<file path="config.mk">
export PLATFORM = sky130hd
export DESIGN_NAME = cts_port
export DESIGN_NICKNAME = d
export VERILOG_FILES = /design/src/core/cts_port.v /design/src/core/cts_sync.v
export VERILOG_INCLUDE_DIRS = /design/src /design/src/core
export SDC_FILE = /design/constraint.sdc
export NUM_CORES = 1
export LEC_CHECK = 0
export BUFFER_PORTS_ARGS = -buffer_cell sky130_fd_sc_hd__buf_2
export CAP_MARGIN = 0
export CORE_ASPECT_RATIO = 0.9
export CORE_MARGIN = 5
export CORE_UTILIZATION = 40
export DETAILED_ROUTE_END_ITERATION = 6
export RECOVER_POWER = 50
export SLEW_MARGIN = 20
export SYNTH_ARGS = -nofsm -noshare
export SYNTH_HDL_FRONTEND = slang
export SYNTH_SLANG_ARGS = --single-unit
export TNS_END_PERCENT = 10
</file>
<file path="constraint.sdc">
create_clock -name clock -period 3.6 [get_ports clock]
set_input_delay 0.72 -clock clock [delete_from_list [all_inputs] [get_ports clock]]
set_output_delay 0.72 -clock clock [all_outputs]
set_load 0.005 [all_outputs]
</file>
<file path="src/core/cts_regs.vh">
// Constants for the codec serial port pin logic
`ifndef CTS_REGS_VH
`define CTS_REGS_VH
// Bits in one codec time slot
`define CTS_SLOT_BITS      9'h010
// Width of a slot sample
`define CTS_WORD_BITS      16
// System clock period, ns
`define CTS_CLK_NS         5
// Master shift clock half period, ns
`define CTS_SCLK_HALF_NS   40
// Half period in system clock cycles, rounded down, at least one
`define CTS_SCLK_HALF_CYC  ((`CTS_SCLK_HALF_NS / `CTS_CLK_NS) < 1 ? 1 : (`CTS_SCLK_HALF_NS / `CTS_CLK_NS))
// Divider counter width
`define CTS_DIV_W          6
// Frame position one before zero, so the first master frame is whole
`define CTS_FRAME_POS_INIT 9'h1ff
// Shift clock falls that the chain output stays low
`define CTS_CHAIN_LOW      5'h10
`endif

</file>
<file path="src/core/cts_port.v">
// Codec serial data port: frame sync, shift clock, data pins and sync chain
`timescale 1ns/100ps
`default_nettype none
`include "cts_regs.vh"
module cts_port (
  input  wire        clock,              // Master clock, 200 MHz
  input  wire        sys_rst,            // Synchronous reset, active high
  input  wire        masterSel,          // Role select pin, high is master
  input  wire [3:0]  codecCount,         // Codecs in cascade minus one
  input  wire        shiftClkIn,         // Shift clock pin, input side
  output reg         shiftClkOut,        // Shift clock pin, output side
  output reg         shiftClkOe,         // Shift clock pin drive enable
  input  wire        frameSyncNIn,       // Frame sync pin, input side
  output reg         frameSyncNOut,      // Frame sync pin, output side
  output reg         frameSyncNOe,       // Frame sync pin drive enable
  input  wire        dataIn,             // Serial data input pin
  output reg         dataOut,            // Serial data output pin
  output reg         dataOutOe,          // Serial data output drive enable
  output reg         frame_sync_chain_out, // Delayed frame sync to next codec
  input  wire [15:0] txWord,             // Capture sample to send
  output reg         txTaken,            // Pulse: txWord loaded for a frame
  output reg  [15:0] rxWord,             // Last received playback word
  output reg         rxValid             // Pulse: rxWord updated
);
  // One-hot frame states
  localparam [2:0] ST_IDLE  = 3'b001;    // Waiting for frame start
  localparam [2:0] ST_SHIFT = 3'b010;    // Own slot in progress
  localparam [2:0] ST_DONE  = 3'b100;    // Slot finished, waiting for frame sync to rise

  wire        modeMaster;                // Synchronised role select
  wire        sclkPin;                   // Synchronised shift clock pin
  wire        fsPin;                     // Synchronised frame sync pin
  wire        dinPin;                    // Synchronised data pin

  reg  [`CTS_DIV_W-1:0] divCnt;          // Shift clock divider
  reg  [8:0]  framePos;                  // Bit position in master frame
  reg         genClk;                    // Generated shift clock level
  reg         genFs;                     // Generated frame sync level
  reg         prevSclk;                  // Previous internal shift clock
  reg         prevFs;                    // Previous internal frame sync
  reg  [2:0]  state;                     // Frame state
  reg  [4:0]  bitCnt;                    // Bits received in slot
  reg  [15:0] txShift;                   // Outgoing shift register
  reg  [15:0] rxShift;                   // Incoming shift register
  reg  [4:0]  chainCnt;                  // Chain low bits remaining

  wire        sclkLvl;                   // Shift clock seen by the port
  wire        fsLvl;                     // Frame sync seen by the port
  wire        sclkRise;                  // Rising shift clock edge
  wire        sclkFall;                  // Falling shift clock edge
  wire        fsFall;                    // Frame start
  wire        lastFall;                  // Falling edge that takes the last bit
  wire [8:0]  frameBits;                 // Shift clocks per master frame

  // Multiply cascade size by slot length
  function [8:0] slotsToBits;
    input [3:0] countMinusOne;
    begin
      slotsToBits = {1'b0, countMinusOne, 4'h0} + `CTS_SLOT_BITS;
    end
  endfunction

  ////////////////////////////////////////////////////////////////////////
  // Pin synchronisers
  // Role select pin; reset takes slave so nothing drives early
  cts_sync uSyncMode (
    .clock    (clock),
    .sys_rst  (sys_rst),
    .rstValue (1'b0),
    .asyncIn  (masterSel),
    .syncOut  (modeMaster)
  );
  // Shift clock pin
  cts_sync uSyncSclk (
    .clock    (clock),
    .sys_rst  (sys_rst),
    .rstValue (1'b0),
    .asyncIn  (shiftClkIn),
    .syncOut  (sclkPin)
  );
  // Frame sync pin, idles high
  cts_sync uSyncFs (
    .clock    (clock),
    .sys_rst  (sys_rst),
    .rstValue (1'b1),
    .asyncIn  (frameSyncNIn),
    .syncOut  (fsPin)
  );
  // Data pin; same delay as shift clock keeps them aligned
  cts_sync uSyncDin (
    .clock    (clock),
    .sys_rst  (sys_rst),
    .rstValue (1'b0),
    .asyncIn  (dataIn),
    .syncOut  (dinPin)
  );

  ////////////////////////////////////////////////////////////////////////
  // Source selection and edge detection
  assign frameBits = slotsToBits(codecCount);
  assign sclkLvl   = modeMaster ? genClk : sclkPin;
  assign fsLvl     = modeMaster ? genFs : fsPin;
  assign sclkRise  = ~prevSclk & sclkLvl;
  assign sclkFall  = prevSclk & ~sclkLvl;
  assign fsFall    = prevFs & ~fsLvl;
  // Shared by the slot machine and the chain output
  assign lastFall  = sclkFall && dataOutOe && (bitCnt == `CTS_WORD_BITS - 1);

  // Edge history
  always @(posedge clock) begin
    if (sys_rst) begin
      prevSclk <= 1'b0;
      prevFs   <= 1'b1;
    end else begin
      prevSclk <= sclkLvl;
      prevFs   <= fsLvl;
    end
  end

  ////////////////////////////////////////////////////////////////////////
  // Master clock and frame generator
  // Divided straight from the master clock, so no second clock tree
  always @(posedge clock) begin
    if (sys_rst || !modeMaster) begin
      divCnt   <= {`CTS_DIV_W{1'b0}};
      framePos <= `CTS_FRAME_POS_INIT;
      genClk   <= 1'b0;
      genFs    <= 1'b1;
    end else if (divCnt == `CTS_SCLK_HALF_CYC - 1) begin
      divCnt <= {`CTS_DIV_W{1'b0}};
      genClk <= ~genClk;
      // Frame sync changes with the falling edge, the same edge that samples data
      if (genClk) begin
        if (framePos == frameBits - 9'h001) begin
          framePos <= 9'h000;
          genFs    <= 1'b0;
        end else begin
          framePos <= framePos + 9'h001;
          // Held low over this codec's whole slot
          genFs    <= (framePos + 9'h001 >= `CTS_SLOT_BITS);
        end
      end
    end else begin
      divCnt <= divCnt + 1'b1;
    end
  end

  ////////////////////////////////////////////////////////////////////////
  // Pin drivers for clock and frame sync; driven only as master
  always @(posedge clock) begin
    if (sys_rst) begin
      shiftClkOut   <= 1'b0;
      shiftClkOe    <= 1'b0;
      frameSyncNOut <= 1'b1;
      frameSyncNOe  <= 1'b0;
    end else begin
      shiftClkOut   <= genClk;
      shiftClkOe    <= modeMaster;
      frameSyncNOut <= genFs;
      frameSyncNOe  <= modeMaster;
    end
  end

  ////////////////////////////////////////////////////////////////////////
  // Slot state machine and data shifting
  always @(posedge clock) begin
    if (sys_rst) begin
      state     <= ST_IDLE;
      bitCnt    <= 5'h00;
      txShift   <= 16'h0000;
      rxShift   <= 16'h0000;
      rxWord    <= 16'h0000;
      rxValid   <= 1'b0;
      txTaken   <= 1'b0;
      dataOut   <= 1'b0;
      dataOutOe <= 1'b0;
    end else begin
      rxValid <= 1'b0;
      txTaken <= 1'b0;
      case (state)
        ST_IDLE: begin
          dataOutOe <= 1'b0;
          if (fsFall) begin
            txShift <= txWord;
            txTaken <= 1'b1;
            bitCnt  <= 5'h00;
            state   <= ST_SHIFT;
          end
        end
        ST_SHIFT: begin
          // Launch only while the frame is still low
          if (sclkRise && !fsLvl) begin
            dataOut   <= txShift[15];
            dataOutOe <= 1'b1;
            txShift   <= {txShift[14:0], 1'b0};
          end
          // Master frame sync rises on the edge of the last bit, so that bit still counts
          if (sclkFall && dataOutOe && (!fsLvl || lastFall)) begin
            rxShift <= {rxShift[14:0], dinPin};
            bitCnt  <= bitCnt + 5'h01;
            if (lastFall) begin
              rxWord  <= {rxShift[14:0], dinPin};
              rxValid <= 1'b1;
              state   <= ST_DONE;
            end
          end
          if (fsLvl && !lastFall) begin
            // Frame ended early; abandon the partial word
            dataOutOe <= 1'b0;
            state     <= ST_IDLE;
          end
        end
        ST_DONE: begin
          // Release the line at the next rising shift clock edge, or at once when frame sync is high
          if (sclkRise || fsLvl) begin
            dataOutOe <= 1'b0;
          end
          if (fsLvl) begin
            state <= ST_IDLE;
          end
        end
        default: begin
          dataOutOe <= 1'b0;
          state     <= ST_IDLE;
        end
      endcase
    end
  end

  ////////////////////////////////////////////////////////////////////////
  // Delayed frame sync for the next codec in the cascade
  // Starts when our slot ends and lasts one slot, same as our frame low
  always @(posedge clock) begin
    if (sys_rst) begin
      chainCnt             <= 5'h00;
      frame_sync_chain_out <= 1'b1;
    end else if (state == ST_SHIFT && lastFall) begin
      chainCnt             <= `CTS_CHAIN_LOW;
      frame_sync_chain_out <= 1'b0;
    end else if (chainCnt != 5'h00 && sclkFall) begin
      chainCnt             <= chainCnt - 5'h01;
      frame_sync_chain_out <= (chainCnt == 5'h01);
    end
  end
endmodule // cts_port
`default_nettype wire

</file>
<file path="src/core/cts_sync.v">
// Three-stage input synchroniser with agreement filter
`timescale 1ns/100ps
`default_nettype none
module cts_sync (
  input  wire clock,      // System clock
  input  wire sys_rst,    // Synchronous reset, active high
  input  wire rstValue,   // Level taken during reset
  input  wire asyncIn,    // Input from outside the domain
  output reg  syncOut     // Filtered, synchronous level
);
  reg stage1;             // Metastability catcher, read by stage2 only
  reg stage2;             // Second stage
  reg stage3;             // Third stage

  ////////////////////////////////////////////////////////////////////////
  // Shift chain; output moves only when stages two and three agree
  always @(posedge clock) begin
    if (sys_rst) begin
      // Stages start at the idle level, so no false edge follows reset
      stage1  <= rstValue;
      stage2  <= rstValue;
      stage3  <= rstValue;
      syncOut <= rstValue;
    end else begin
      stage1 <= asyncIn;
      stage2 <= stage1;
      stage3 <= stage2;
      if (stage2 == stage3) begin
        syncOut <= stage3;  // Agreement: accept new level
      end
    end
  end
endmodule // cts_sync
`default_nettype wire

</file>
# Yosys cells after proc, flatten, opt, wreduce, memory -nomap -nowiden
# Cells that the tools add are included.
[word_totals]
reg_bits = 103
inputBits = 26
output_inout_bits = 25
elab_cells = 127
[op_classes]
n_addsub = 6
n_lt_le_gt_ge = 1
n_eq_ne = 19
muxes = 26
n_bitwise = 10
n_reduce_logical = 28
[op_table]
columns = ["operator", "count"]
rows = [
  ["16-bit 2-to-1 mux", 2],
  ["16-bit case mux with 2 select lines", 1],
  ["5-bit 2-to-1 mux", 4],
  ["3-bit 2-to-1 mux", 5],
  ["1-bit 2-to-1 mux", 10],
  ["2-bit inequality test (second input constant)", 5],
  ["5-bit case mux with 2 select lines", 1],
  ["8-bit by 5-bit adder with 9-bit output (second input constant)", 1],
  ["9-bit by 1-bit adder with 9-bit output (second input constant)", 1],
  ["9-bit == test", 1],
  ["9-bit by 5-bit >= comparator with 1-bit output (second input constant)", 1],
  ["9-bit 2-to-1 mux", 1],
  ["3-bit inequality test (second input constant)", 3],
  ["3-bit case mux with 3 select lines", 1],
  ["3-bit AND reduction", 3],
  ["9-bit by 1-bit subtractor with 9-bit output (second input constant)", 1],
  ["2-bit AND reduction", 4],
  ["1-bit logical AND", 7],
  ["1-bit inverter", 7],
  ["6-bit by 1-bit adder with 6-bit output (second input constant)", 1],
  ["6-bit by 3-bit == test with 1-bit output (second input constant)", 1],
  ["2-bit OR reduction", 3],
  ["5-bit by 1-bit adder with 5-bit output (second input constant)", 1],
  ["5-bit by 1-bit == test with 1-bit output (second input constant)", 1],
  ["14 further kinds", 24],
]

# Logic depth before layout (Yosys ltp)
# Gate-level depths: netlist (run 1).
[logic_depth]
word_depth = 10
ltp_mapped = 8
ltp_nobuf = 7

# Modules after synthesis
# Synthesis (run 1) repeated with hierarchy kept, for this count alone.
[unflattened]
cells_unflattened = 466
area_unflattened_um2 = 4315.4
[modules_own_cells]
columns = ["mod", "instances", "cells_per_inst", "area_each_um2", "seq_area_each_um2"]
rows = [
  ["cts_port", 1, 406, 3729.8, 1741.7],
  ["cts_sync", 4, 15, 146.4, 90.1],
]

# Worst setup path after synthesis (run 1)
# Ideal clock, no wire load.
[synth_path]
path_type = "in2reg"
from = "in codecCount[2]"
to = "reg framePos[7]"
setup_ps = 122
arrival_ps = 1688
required_ps = 3478
setup_slack_ps = 1790
stages = 5
path_buffers = 0
path_cell_list = "xnor2_1 -> nand4_1 -> nor3_4 -> o21ai_1 -> a221o_1"
[synth_via]
elab_chain_len = 4
[synth_lines]
columns = ["element", "line", "rtl"]
rows = [
  ["start: declaration", "cts_port.v:9", "input wire [3:0] codecCount,"],
  ["8-bit by 5-bit adder with 9-bit output (no source line)", "n/a", ""],
  ["9-bit by 1-bit subtractor with 9-bit output", "cts_port.v:134", "if (framePos == frameBits - 9'h001) begin"],
  ["9-bit == test", "cts_port.v:134", ""],
  ["9-bit 2-to-1 mux", "cts_port.v:134", ""],
  ["end signal: assignment", "cts_port.v:126", "framePos <= `CTS_FRAME_POS_INIT;"],
  ["end signal: assignment", "cts_port.v:138", "framePos <= framePos + 9'h001;"],
  ["end: declaration", "cts_port.v:36", "reg [8:0] framePos;"],
]
# Every way passes these cells.
# A chain may end at the register's enable or synchronous reset.

# Worst setup path after layout (run 1)
[layout_path]
from = "reg state[1]"
to = "reg rxWord[7]"
[layout_via]
elab_chain_len = 2
[layout_lines]
columns = ["element", "line", "rtl"]
rows = [
  ["start: declaration", "cts_port.v:41", "reg [2:0] state;"],
  ["start signal: assignment", "cts_port.v:168", "state <= ST_IDLE;"],
  ["start signal: assignment", "cts_port.v:187", "state <= ST_SHIFT;"],
  ["start signal: assignment", "cts_port.v:204", "state <= ST_DONE;"],
  ["3-bit by 2-bit == test with 1-bit output", "cts_port.v:180", "case (state)"],
  ["3-bit AND reduction (no source line)", "n/a", ""],
  ["end signal: assignment", "cts_port.v:202", "rxWord <= {rxShift[14:0], dinPin};"],
  ["end: declaration", "cts_port.v:22", "output reg [15:0] rxWord,"],
]
# Every way passes these cells.

==> results.sh, run 1 <==
export IMPL_status="complete, but fails checks"
export IMPL_violations="capacitance limit, slew limit"
export IMPL_stdcell_area_sq_mm=0.00476
export IMPL_viasPerCell=5.08
export IMPL_ctsHoldBuffers=0
export IMPL_num_antenna_cells=0
export IMPL_synth_top_area_share_pct=48.4
export IMPL_port_buffers=50
export IMPL_netlist_instances=426
export IMPL_cp_top_family="simple AND/OR/NAND/NOR gates"
export IMPL_final_min_period_over_clock_period_pct=79.1
export IMPL_clkSinkCount=103
export IMPL_final_setup_viol_count=0
export IMPL_synthDistinctLibCells=57
export IMPL_synthArstFlopShare_pct=0
export IMPL_drv_cap=1
export IMPL_gr_usage_all_layers_pct=12.8
export IMPL_synth_area_leader_cell="dfxtp_1"
export IMPL_drcViolationCount=0
export IMPL_critPathMaxStageDelay_ns=1.24
export IMPL_r2r_cells=4
export IMPL_drv_slew=22
export IMPL_multiInputGateArea_sq_mm=0.00197
export IMPL_synthFlopType="dfxtp_1"
export IMPL_postPlaceCellArea_sq_mm=0.00451
export IMPL_endpoint_kind="flip-flop"
export IMPL_ys_ff_latch=103
export IMPL_required_ns=3.83
export IMPL_totalWireLength_um=7880
export IMPL_nets=497
export IMPL_hold_path_class="flip-flop to flip-flop"
export IMPL_yosys_top_cells_area="dfxtp_1 (48%), nand2_1 (4.8%), a211oi_2 (4.4%)"
export IMPL_drt_pass1_iterations=4
export IMPL_cp_max_fo=21
export IMPL_worstSetupPathType="flip-flop to flip-flop"
export IMPL_io_pins=51
export IMPL_yosysWarnings=0
export IMPL_slowest_stage="and2_0"
export IMPL_clockRootBuffer="clkbuf_16"
export IMPL_cts_tree="yes"
export IMPL_rows=35
export IMPL_antenna_found_initial=0
export IMPL_rrSetupSlack_ns=0.75
export IMPL_post_cts_setup_buffers=0
export IMPL_max_slew_worst_pin_slew_ns=1.62
export IMPL_initial_core_util_pct=41.3
export IMPL_syn_area_sq_mm=0.00426
export IMPL_seqCellArea_sq_mm=0.00206
export IMPL_r2r_end="rxWord[7]"
export IMPL_arrival_ns=3.07
export IMPL_cts_buffers=9
export IMPL_start_kind="flip-flop"
export IMPL_hpwl_um=5360
export IMPL_wire_per_inst_um=13.2
export IMPL_grt_first_pass_wirelength_um=13500
export IMPL_drive_above_1_share_pct=21.6
export IMPL_fin_skew_ns=0.00443
export IMPL_hold_violations=0
export IMPL_syn_nets=459
export IMPL_p_per_area_mw_per_mm2=464
export IMPL_whs_ns=0.411
export IMPL_ant_nets=0
export IMPL_ys_seq_area_share_pct=48.4
export IMPL_clk_path_buf_depth=2
export IMPL_r2r_start="state[1]"
export IMPL_grt_pass1_vias=2911
export IMPL_place_gp_congestion=0.794
export IMPL_num_vias=3027
export IMPL_grt_setup_unrepaired="false"
export IMPL_h_tree_depth=3
export IMPL_setup_tns_ns=0
export IMPL_synth_avg_cell_area_sq_um=10.0
export IMPL_fp_coreArea_sq_mm=0.0103
export IMPL_synth_edf_count=0
export IMPL_max_clock_freq_ghz=0.351
export IMPL_irDropWorstVdd_mv=0.257
export IMPL_drt_iter0_drc=158
export IMPL_hold_end="uSyncFs.stage2"
export IMPL_die_w_um=119
export IMPL_path_buf_inv=0
export IMPL_fin_crit_ns=2.85
export IMPL_die_area_sq_mm=0.0128
export IMPL_p_leak_nw=1.71
export IMPL_nFillCells=1005
export IMPL_grt_max_degree=58
export IMPL_final_util_pct=46.1
export IMPL_clock_latency_ns=0.33
export IMPL_grt_overflow_total=0
export IMPL_min_from="uSyncFs.stage1"
export IMPL_cts_clk_slew_worst_paths_ns=0.07
export IMPL_whs_path_depth=1
export IMPL_crit_chain="nor2b_1 -> and2_0 -> a21oi_2 -> a22o_1"
export IMPL_die_h_um=108
export IMPL_timing_slew_headroom_pct=-7.82
export IMPL_yosysMostFrequentCell="dfxtp_1"
export IMPL_area_growth_pct=11.7
export IMPL_synth_top_cells_by_count="dfxtp_1 (103), nand2_1 (54), a21oi_1 (30)"
export IMPL_post_cts_resized=0
[how the worst max path moves through the flow]
| stage | from | to | slack, ns | cells after the start |
|---|---|---|---|---|
| final | state[1] | rxWord[7] | 0.75 | 4 |
| after detailed placement | bitCnt[0] | rxShift[4] | 1.19 | 7 |
| after CTS | bitCnt[0] | rxShift[0] | 1.15 | 7 |
| after floorplan | codecCount[2] | framePos[7] | 1.79 | 5 |
| after global routing | state[1] | rxWord[7] | 0.50 | 4 |
| after global placement | bitCnt[0] | rxShift[7] | 1.26 | 7 |
[final cells by class]
class | count | share of cell area [%]
flip-flops and latches | 103 | 43.3
well taps | 129 | 3.39
inverters | 8 | 0.630
clock inverters | 4 | 1.52
clock buffers | 10 | 4.81
multi-input cells | 291 | 41.3
repair buffers | 51 | 5.09
[registers in the layout, indices dropped and copies added, names as in the netlist, 3 cells and up]
name,cells
divCnt,6
state,3
bitCnt,5
framePos,9
rxShift,15
rxWord,16
chainCnt,5
txShift,16
[report_power, final]
part | switching (mW) | leakage, nW | internal [mW]
clock network | 0.394 | 0.144 | 0.600
logic | 0.0356 | 0.732 | 0.0256
registers | 0.00613 | 0.832 | 1.15
[cells in the final DEF, fill, tap and decap left out, types with 11 or more instances in the layout]
cell type and n:
dfxtp_1 103, nand2_1 54, buf_2 40, a21oi_1 30, nor2_1 19, mux2i_1 16, a22o_1 16, nor2_2 15
a211oi_2 15, nor2b_1 14, o21ai_0 14, nand3_1 12, clkbuf_1 11
[per-layer routing]
metal | vias up | routed length [um] | global-route usage [%]
li1 | 1569 | - | -
met1 | 1400 | 3790 | 15.9
met2 | 52 | 3690 | 21.3
met3 | 6 | 316 | 3.66
met4 | 0 | 86 | 4.47
met5 | - | 0 | 0
[cell families (layout without fill, tap and decap cells)]
| family | count (synthesis) | count (layout) | synth area share, % |
|---|---|---|---|
| compound gates | 96 | 96 | 17.4 |
| xor+xnor | 14 | 14 | 2.88 |
| fa+ha+maj | 7 | 7 | 2.05 |
| buf+inv | 32 | 73 | 4.84 |
| flops | 103 | 103 | 48.4 |
| mux | 17 | 17 | 4.58 |
| simple gates | 157 | 157 | 19.9 |
[metrics by stage]
step           std cells  setup WS (ns)  power (mW)
5_1_grt              596          0.501        2.30
6_report             596          0.752        2.21
3_3_place_gp         582           1.26        1.24
4_1_cts              596           1.15        2.24
2_1_floorplan        426           1.79        1.22
3_5_place_dp         582           1.19        1.24
(Power assumes the default switching activity.)
==> inputs of run 2 (changes only) <==
==> constraint.sdc (replaced) <==
create_clock -name clock -period 2.5 [get_ports clock]
set_input_delay 0.5 -clock clock [delete_from_list [all_inputs] [get_ports clock]]
set_output_delay 0.5 -clock clock [all_outputs]
set_load 0.005 [all_outputs]
==> run 2 against run 1 <==
The flow now finishes without violations. Clock-buffer cell count is 1 lower. Total power rose by 49%. First-iteration DRC count fell by 21%. Combinational power grew 48%. Via count grew 1.4%. Die area stayed put. Final cell count up 0.67%.
==> results.sh, run 2 (synthesized netlist as in run 1, its figures left out) <==
export IMPL_drt_iter0_drc=125
export IMPL_cts_clk_slew_worst_paths_ns=0.06
export IMPL_die_w_um=119
export IMPL_arrival_ns=2.30
export IMPL_fin_skew_ns=0.00570
export IMPL_initial_core_util_pct=41.3
export IMPL_endpoint_kind="flip-flop"
export IMPL_wire_per_inst_um=13.1
export IMPL_clkSinkCount=103
export IMPL_largestRegisters="rxWord: 16 flops, txShift: 16 flops, rxShift: 15 flops"
export IMPL_status="complete, no violations"
export IMPL_drt_pass1_iterations=4
export IMPL_required_ns=2.73
export IMPL_final_cell_mix="dfxtp_1 (103), nand2_1 (54), buf_2 (38)"
export IMPL_port_buffers=50
export IMPL_p_per_area_mw_per_mm2=683
export IMPL_cts_buffers=9
export IMPL_timing_slew_headroom_pct=33.6
export IMPL_final_common_cell="dfxtp_1"
export IMPL_ctsHoldBuffers=0
export IMPL_drv_cap=0
export IMPL_irDropWorstVdd_mv=0.374
export IMPL_viasPerCell=5.11
export IMPL_worstSetupPathType="flip-flop to flip-flop"
export IMPL_fp_coreArea_sq_mm=0.0103
export IMPL_rows=35
export IMPL_die_area_sq_mm=0.0128
export IMPL_whs_ns=0.339
export IMPL_post_cts_resized=0
export IMPL_grt_max_degree=44
export IMPL_area_growth_pct=12.9
export IMPL_die_h_um=108
export IMPL_final_min_period_over_clock_period_pct=82.7
export IMPL_clock_latency_ns=0.34
export IMPL_dp_cells=587
export IMPL_dpl_worst_slack_ns=0.463
export IMPL_cts_tree="yes"
export IMPL_grt_setup_unrepaired="false"
export IMPL_clk_path_buf_depth=2
export IMPL_post_cts_setup_buffers=0
export IMPL_slowest_stage="dfxtp_1"
export IMPL_grt_pass1_vias=2942
export IMPL_grt_first_pass_wirelength_um=13400
export IMPL_multiInputGateArea_sq_mm=0.00197
export IMPL_fin_total_pwr_mw=3.28
export IMPL_drv_slew=0
export IMPL_seqCellArea_sq_mm=0.00206
export IMPL_cp_max_fo=8
export IMPL_p_leak_nw=1.73
export IMPL_max_clock_freq_ghz=0.484
export IMPL_hold_violations=0
export IMPL_final_setup_viol_count=0
export IMPL_gr_usage_all_layers_pct=12.9
export IMPL_num_vias=3068
export IMPL_hpwl_um=5360
export IMPL_grt_overflow_total=0
export IMPL_crit_chain="ha_1 -> and3_1 -> nand4_1 -> nor3_4 -> o21ai_1 -> a221o_1"
export IMPL_stdcell_count=600
export IMPL_antenna_found_initial=0
export IMPL_io_pins=51
export IMPL_totalWireLength_um=7880
export IMPL_drcViolationCount=0
export IMPL_clockRootBuffer="clkbuf_16"
export IMPL_ant_nets=0
export IMPL_num_antenna_cells=0
export IMPL_nFillCells=1012
export IMPL_drive_above_1_share_pct=21.7
export IMPL_fin_crit_ns=2.07
export IMPL_fin_ws_ns=0.433
export IMPL_start_kind="flip-flop"
export IMPL_critPathMaxStageDelay_ns=0.45
export IMPL_place_gp_congestion=0.813
export IMPL_hold_path_class="input port to flip-flop"
export IMPL_nets=502
export IMPL_h_tree_depth=3
export IMPL_setup_tns_ns=0
export IMPL_max_slew_worst_pin_slew_ns=0.996
==> run 2: power breakdown <==
part / internal, mW / switching (mW)
Clock: 0.961 / 0.571
Combinational: 0.0382 / 0.0524
Sequential: 1.65 / 0.00882
Total: 2.65 / 0.632
==> run 2: area by class of cell <==
class                           instances  share of cell area, %
Tap cell                              129                   3.35
Clock buffer                            9                   4.68
Clock inverter                          4                   2.03
Inverter                                8                  0.624
Sequential cell                       103                   42.8
Multi-Input combinational cell        291                   40.8
Timing Repair Buffer                   56                   5.62
==> run 2: worst paths after layout <==
path	to	slack (ns)	cells after the start	start
max	framePos[7]	0.43	6	framePos[0]
min	uSyncFs.stage1	0.34	2	frameSyncNIn
max reg2reg	framePos[7]	0.43	6	framePos[0]
min reg2reg	uSyncFs.stage2	0.41	1	uSyncFs.stage1
==> run 2: routing by layer <==
| layer | vias up | GRT usage (%) | wire length, um |
|---|---|---|---|
| li1 | 1590 | - | - |
| met1 | 1416 | 15.8 | 3780 |
| met2 | 51 | 20.9 | 3630 |
| met3 | 11 | 4.65 | 345 |
| met4 | 0 | 4.96 | 123 |
| met5 | - | 0 | 0 |
==> run 2: worst max-delay path, delay by kind of cell (launching register included) <==
kind,cells,cell delay (ns)
and+or+nand+nor,3,0.82
AOI/OAI and AO/OA,2,0.49
DFF,1,0.45
adders and majority gates,1,0.20
==> run 2: metrics by stage <==
step           utilization (%)  cell area, sq um
3_5_place_dp              44.0              4540
2_1_floorplan                -              4260
4_1_cts                   47.1              4870
3_3_place_gp              44.0              4540
5_1_grt                   46.6              4810
6_report                  46.6              4810
==> inputs of run 3 (changes only) <==
==> constraint.sdc (replaced) <==
create_clock -name clock -period 1.95 [get_ports clock]
set_input_delay 0.39 -clock clock [delete_from_list [all_inputs] [get_ports clock]]
set_output_delay 0.39 -clock clock [all_outputs]
set_load 0.005 [all_outputs]
==> run 3 against run 2 <==
Via count increased by 2.1%. Die area unchanged. Largest power group unchanged. Final area increased by 2.9%. Setup slack got worse by 0.31 ns. Register-to-register slack got worse by 0.31 ns. Clock-buffer cell count unchanged. Global-route usage increased by 0.53 points. Fmax increased by 13%. Final cell count increased by 2.5%. Clock power increased by 18%. Clock skew increased by 0.0055 ns. Critical path type unchanged. Sequential share of layout area decreased by 1.2 points.
==> results.sh, run 3 (synthesized netlist as in run 1, its figures left out) <==
export IMPL_status="complete, no violations"
export IMPL_die_w_um=119
export IMPL_intPower_mw=3.18
export IMPL_worstSetupPathType="flip-flop to flip-flop"
export IMPL_fin_ws_ns=0.120
export IMPL_ant_nets=0
export IMPL_grt_pass1_vias=3035
export IMPL_totalWireLength_um=8260
export IMPL_post_cts_setup_buffers=0
export IMPL_ctsHoldBuffers=0
export IMPL_irDropWorstVdd_mv=0.428
export IMPL_path_buf_inv=2
export IMPL_fin_skew_ns=0.0112
export IMPL_seqCellArea_sq_mm=0.00206
export IMPL_drive_above_1_share_pct=24.9
export IMPL_p_clk_share_pct=44.7
export IMPL_drt_pass1_iterations=4
export IMPL_critPathMaxStageDelay_ns=0.38
export IMPL_cp_startpoint="uSyncMode.syncOut"
export IMPL_r2r_start="uSyncMode.syncOut"
export IMPL_drv_slew=0
export IMPL_required_ns=2.20
export IMPL_num_antenna_cells=0
export IMPL_hold_violations=0
export IMPL_start_kind="flip-flop"
export IMPL_postPlaceCellArea_sq_mm=0.00466
export IMPL_clockRootBuffer="clkbuf_16"
export IMPL_h_tree_depth=3
export IMPL_dpl_worst_slack_ns=-0.0367
export IMPL_cts_clk_slew_worst_paths_ns=0.07
export IMPL_rows=35
export IMPL_largestRegisters="rxWord: 16 flops, txShift: 16 flops, rxShift: 15 flops"
export IMPL_nFillCells=993
export IMPL_cp_max_fo=18
export IMPL_timing_slew_headroom_pct=38.8
export IMPL_die_h_um=108
export IMPL_io_pins=51
export IMPL_gr_usage_all_layers_pct=13.4
export IMPL_clk_path_buf_depth=2
export IMPL_cts_tree="yes"
export IMPL_die_area_sq_mm=0.0128
export IMPL_crit_chain="buf_4 -> or3b_4 -> a21oi_4 -> a21o_4 -> buf_12 -> nor2_2 -> a211oi_2"
export IMPL_wire_per_inst_um=13.4
export IMPL_grt_overflow_total=0
export IMPL_clock_latency_ns=0.35
export IMPL_multiInputGateArea_sq_mm=0.00200
export IMPL_hpwl_um=5700
export IMPL_final_cell_mix="dfxtp_1 (102), nand2_1 (54), buf_2 (37)"
export IMPL_p_per_area_mw_per_mm2=821
export IMPL_grt_first_pass_wirelength_um=14200
export IMPL_arrival_ns=2.08
export IMPL_antenna_found_initial=0
export IMPL_p_leak_nw=1.79
export IMPL_num_vias=3132
export IMPL_grt_max_degree=38
export IMPL_hold_path_class="input port to flip-flop"
export IMPL_p_comb_share_pct=2.9
export IMPL_stdcell_area_sq_mm=0.00495
export IMPL_max_clock_freq_ghz=0.546
export IMPL_drt_iter0_drc=134
export IMPL_p_seq_share_pct=52.5
export IMPL_fin_crit_ns=1.83
export IMPL_port_buffers=50
export IMPL_endpoint_kind="flip-flop"
export IMPL_max_slew_worst_pin_slew_ns=0.918
export IMPL_cts_buffers=9
export IMPL_final_setup_viol_count=0
export IMPL_drcViolationCount=0
export IMPL_clkSinkCount=103
export IMPL_whs_ns=0.232
export IMPL_swShare_pct=21.8
export IMPL_min_from="frameSyncNIn"
export IMPL_fp_coreArea_sq_mm=0.0103
export IMPL_p_switching_uw=886
export IMPL_dp_cells=599
export IMPL_stdcell_count=615
export IMPL_final_min_period_over_clock_period_pct=93.9
export IMPL_slowest_stage="or3b_4"
export IMPL_cp_top_family="compound AO/OA/AOI/OAI gates"
export IMPL_nets=514
export IMPL_drv_cap=0
export IMPL_place_gp_congestion=0.826
export IMPL_initial_core_util_pct=41.3
export IMPL_viasPerCell=5.09
export IMPL_grt_setup_unrepaired="true"
export IMPL_final_common_cell="dfxtp_1"
export IMPL_area_growth_pct=16.1
[run 3: area by class of cell]
cell class                      instances  area share (%)
Clock buffer                            9            4.55
Clock inverter                          7            1.64
Inverter                                8           0.607
Multi-Input combinational cell        291            40.5
Sequential cell                       103            41.7
Tap cell                              129            3.26
Timing Repair Buffer                   68            7.79
[run 3: timing repair]
| item | 4_1_cts | 5_1_grt |
|---|---|---|
| pin swaps | 0 | 1 |
| setup endpoints to repair | 16 | 7 |
| resized for setup | 1 | 2 |
[run 3: final timing paths]
kind                                  endpoint  slack [ns]  depth (start not counted)
worst max-delay path               txShift[13]        0.12                          7
worst min-delay path            uSyncFs.stage1        0.23                          2
worst max register to register     txShift[13]        0.12                          7
worst min register to register  uSyncFs.stage2        0.41                          1
[run 3: layer usage]
layer	track usage, %	wire [um]	vias up
met3	3.61	298	6
met2	22.0	3840	52
li1	-	-	1605
met5	0	0	-
met1	17.3	4040	1469
met4	4.47	82	0
[run 3: power groups by stage]
| stage | clock, mW | combinational [mW] | sequential [mW] |
|---|---|---|---|
| global placement | 0 | 0.116 | 2.18 |
| CTS | 1.88 | 0.120 | 2.13 |
| floorplan | 0 | 0.0774 | 2.18 |
| finish | 1.81 | 0.117 | 2.13 |
| global route | 1.98 | 0.132 | 2.13 |
| detailed placement | 0 | 0.120 | 2.18 |
[run 3: stage by stage]
step / setup TNS, ns / total power, mW / util, %
2_1_floorplan: 0 / 2.25 / -
3_3_place_gp: 0 / 2.30 / 45.1
3_5_place_dp: -0.426 / 2.30 / 45.1
4_1_cts: 0 / 4.13 / 48.1
5_1_grt: -0.000395 / 4.24 / 47.9
6_report: 0 / 4.06 / 47.9
[run 3: worst register-to-register path: cells and delay by family, from the launching register on]
family,cells,cell delay [ns]
AOI/OAI and AO/OA,3,0.60
buffers and inverters,2,0.34
DFF,1,0.37
and+or+nand+nor,2,0.44
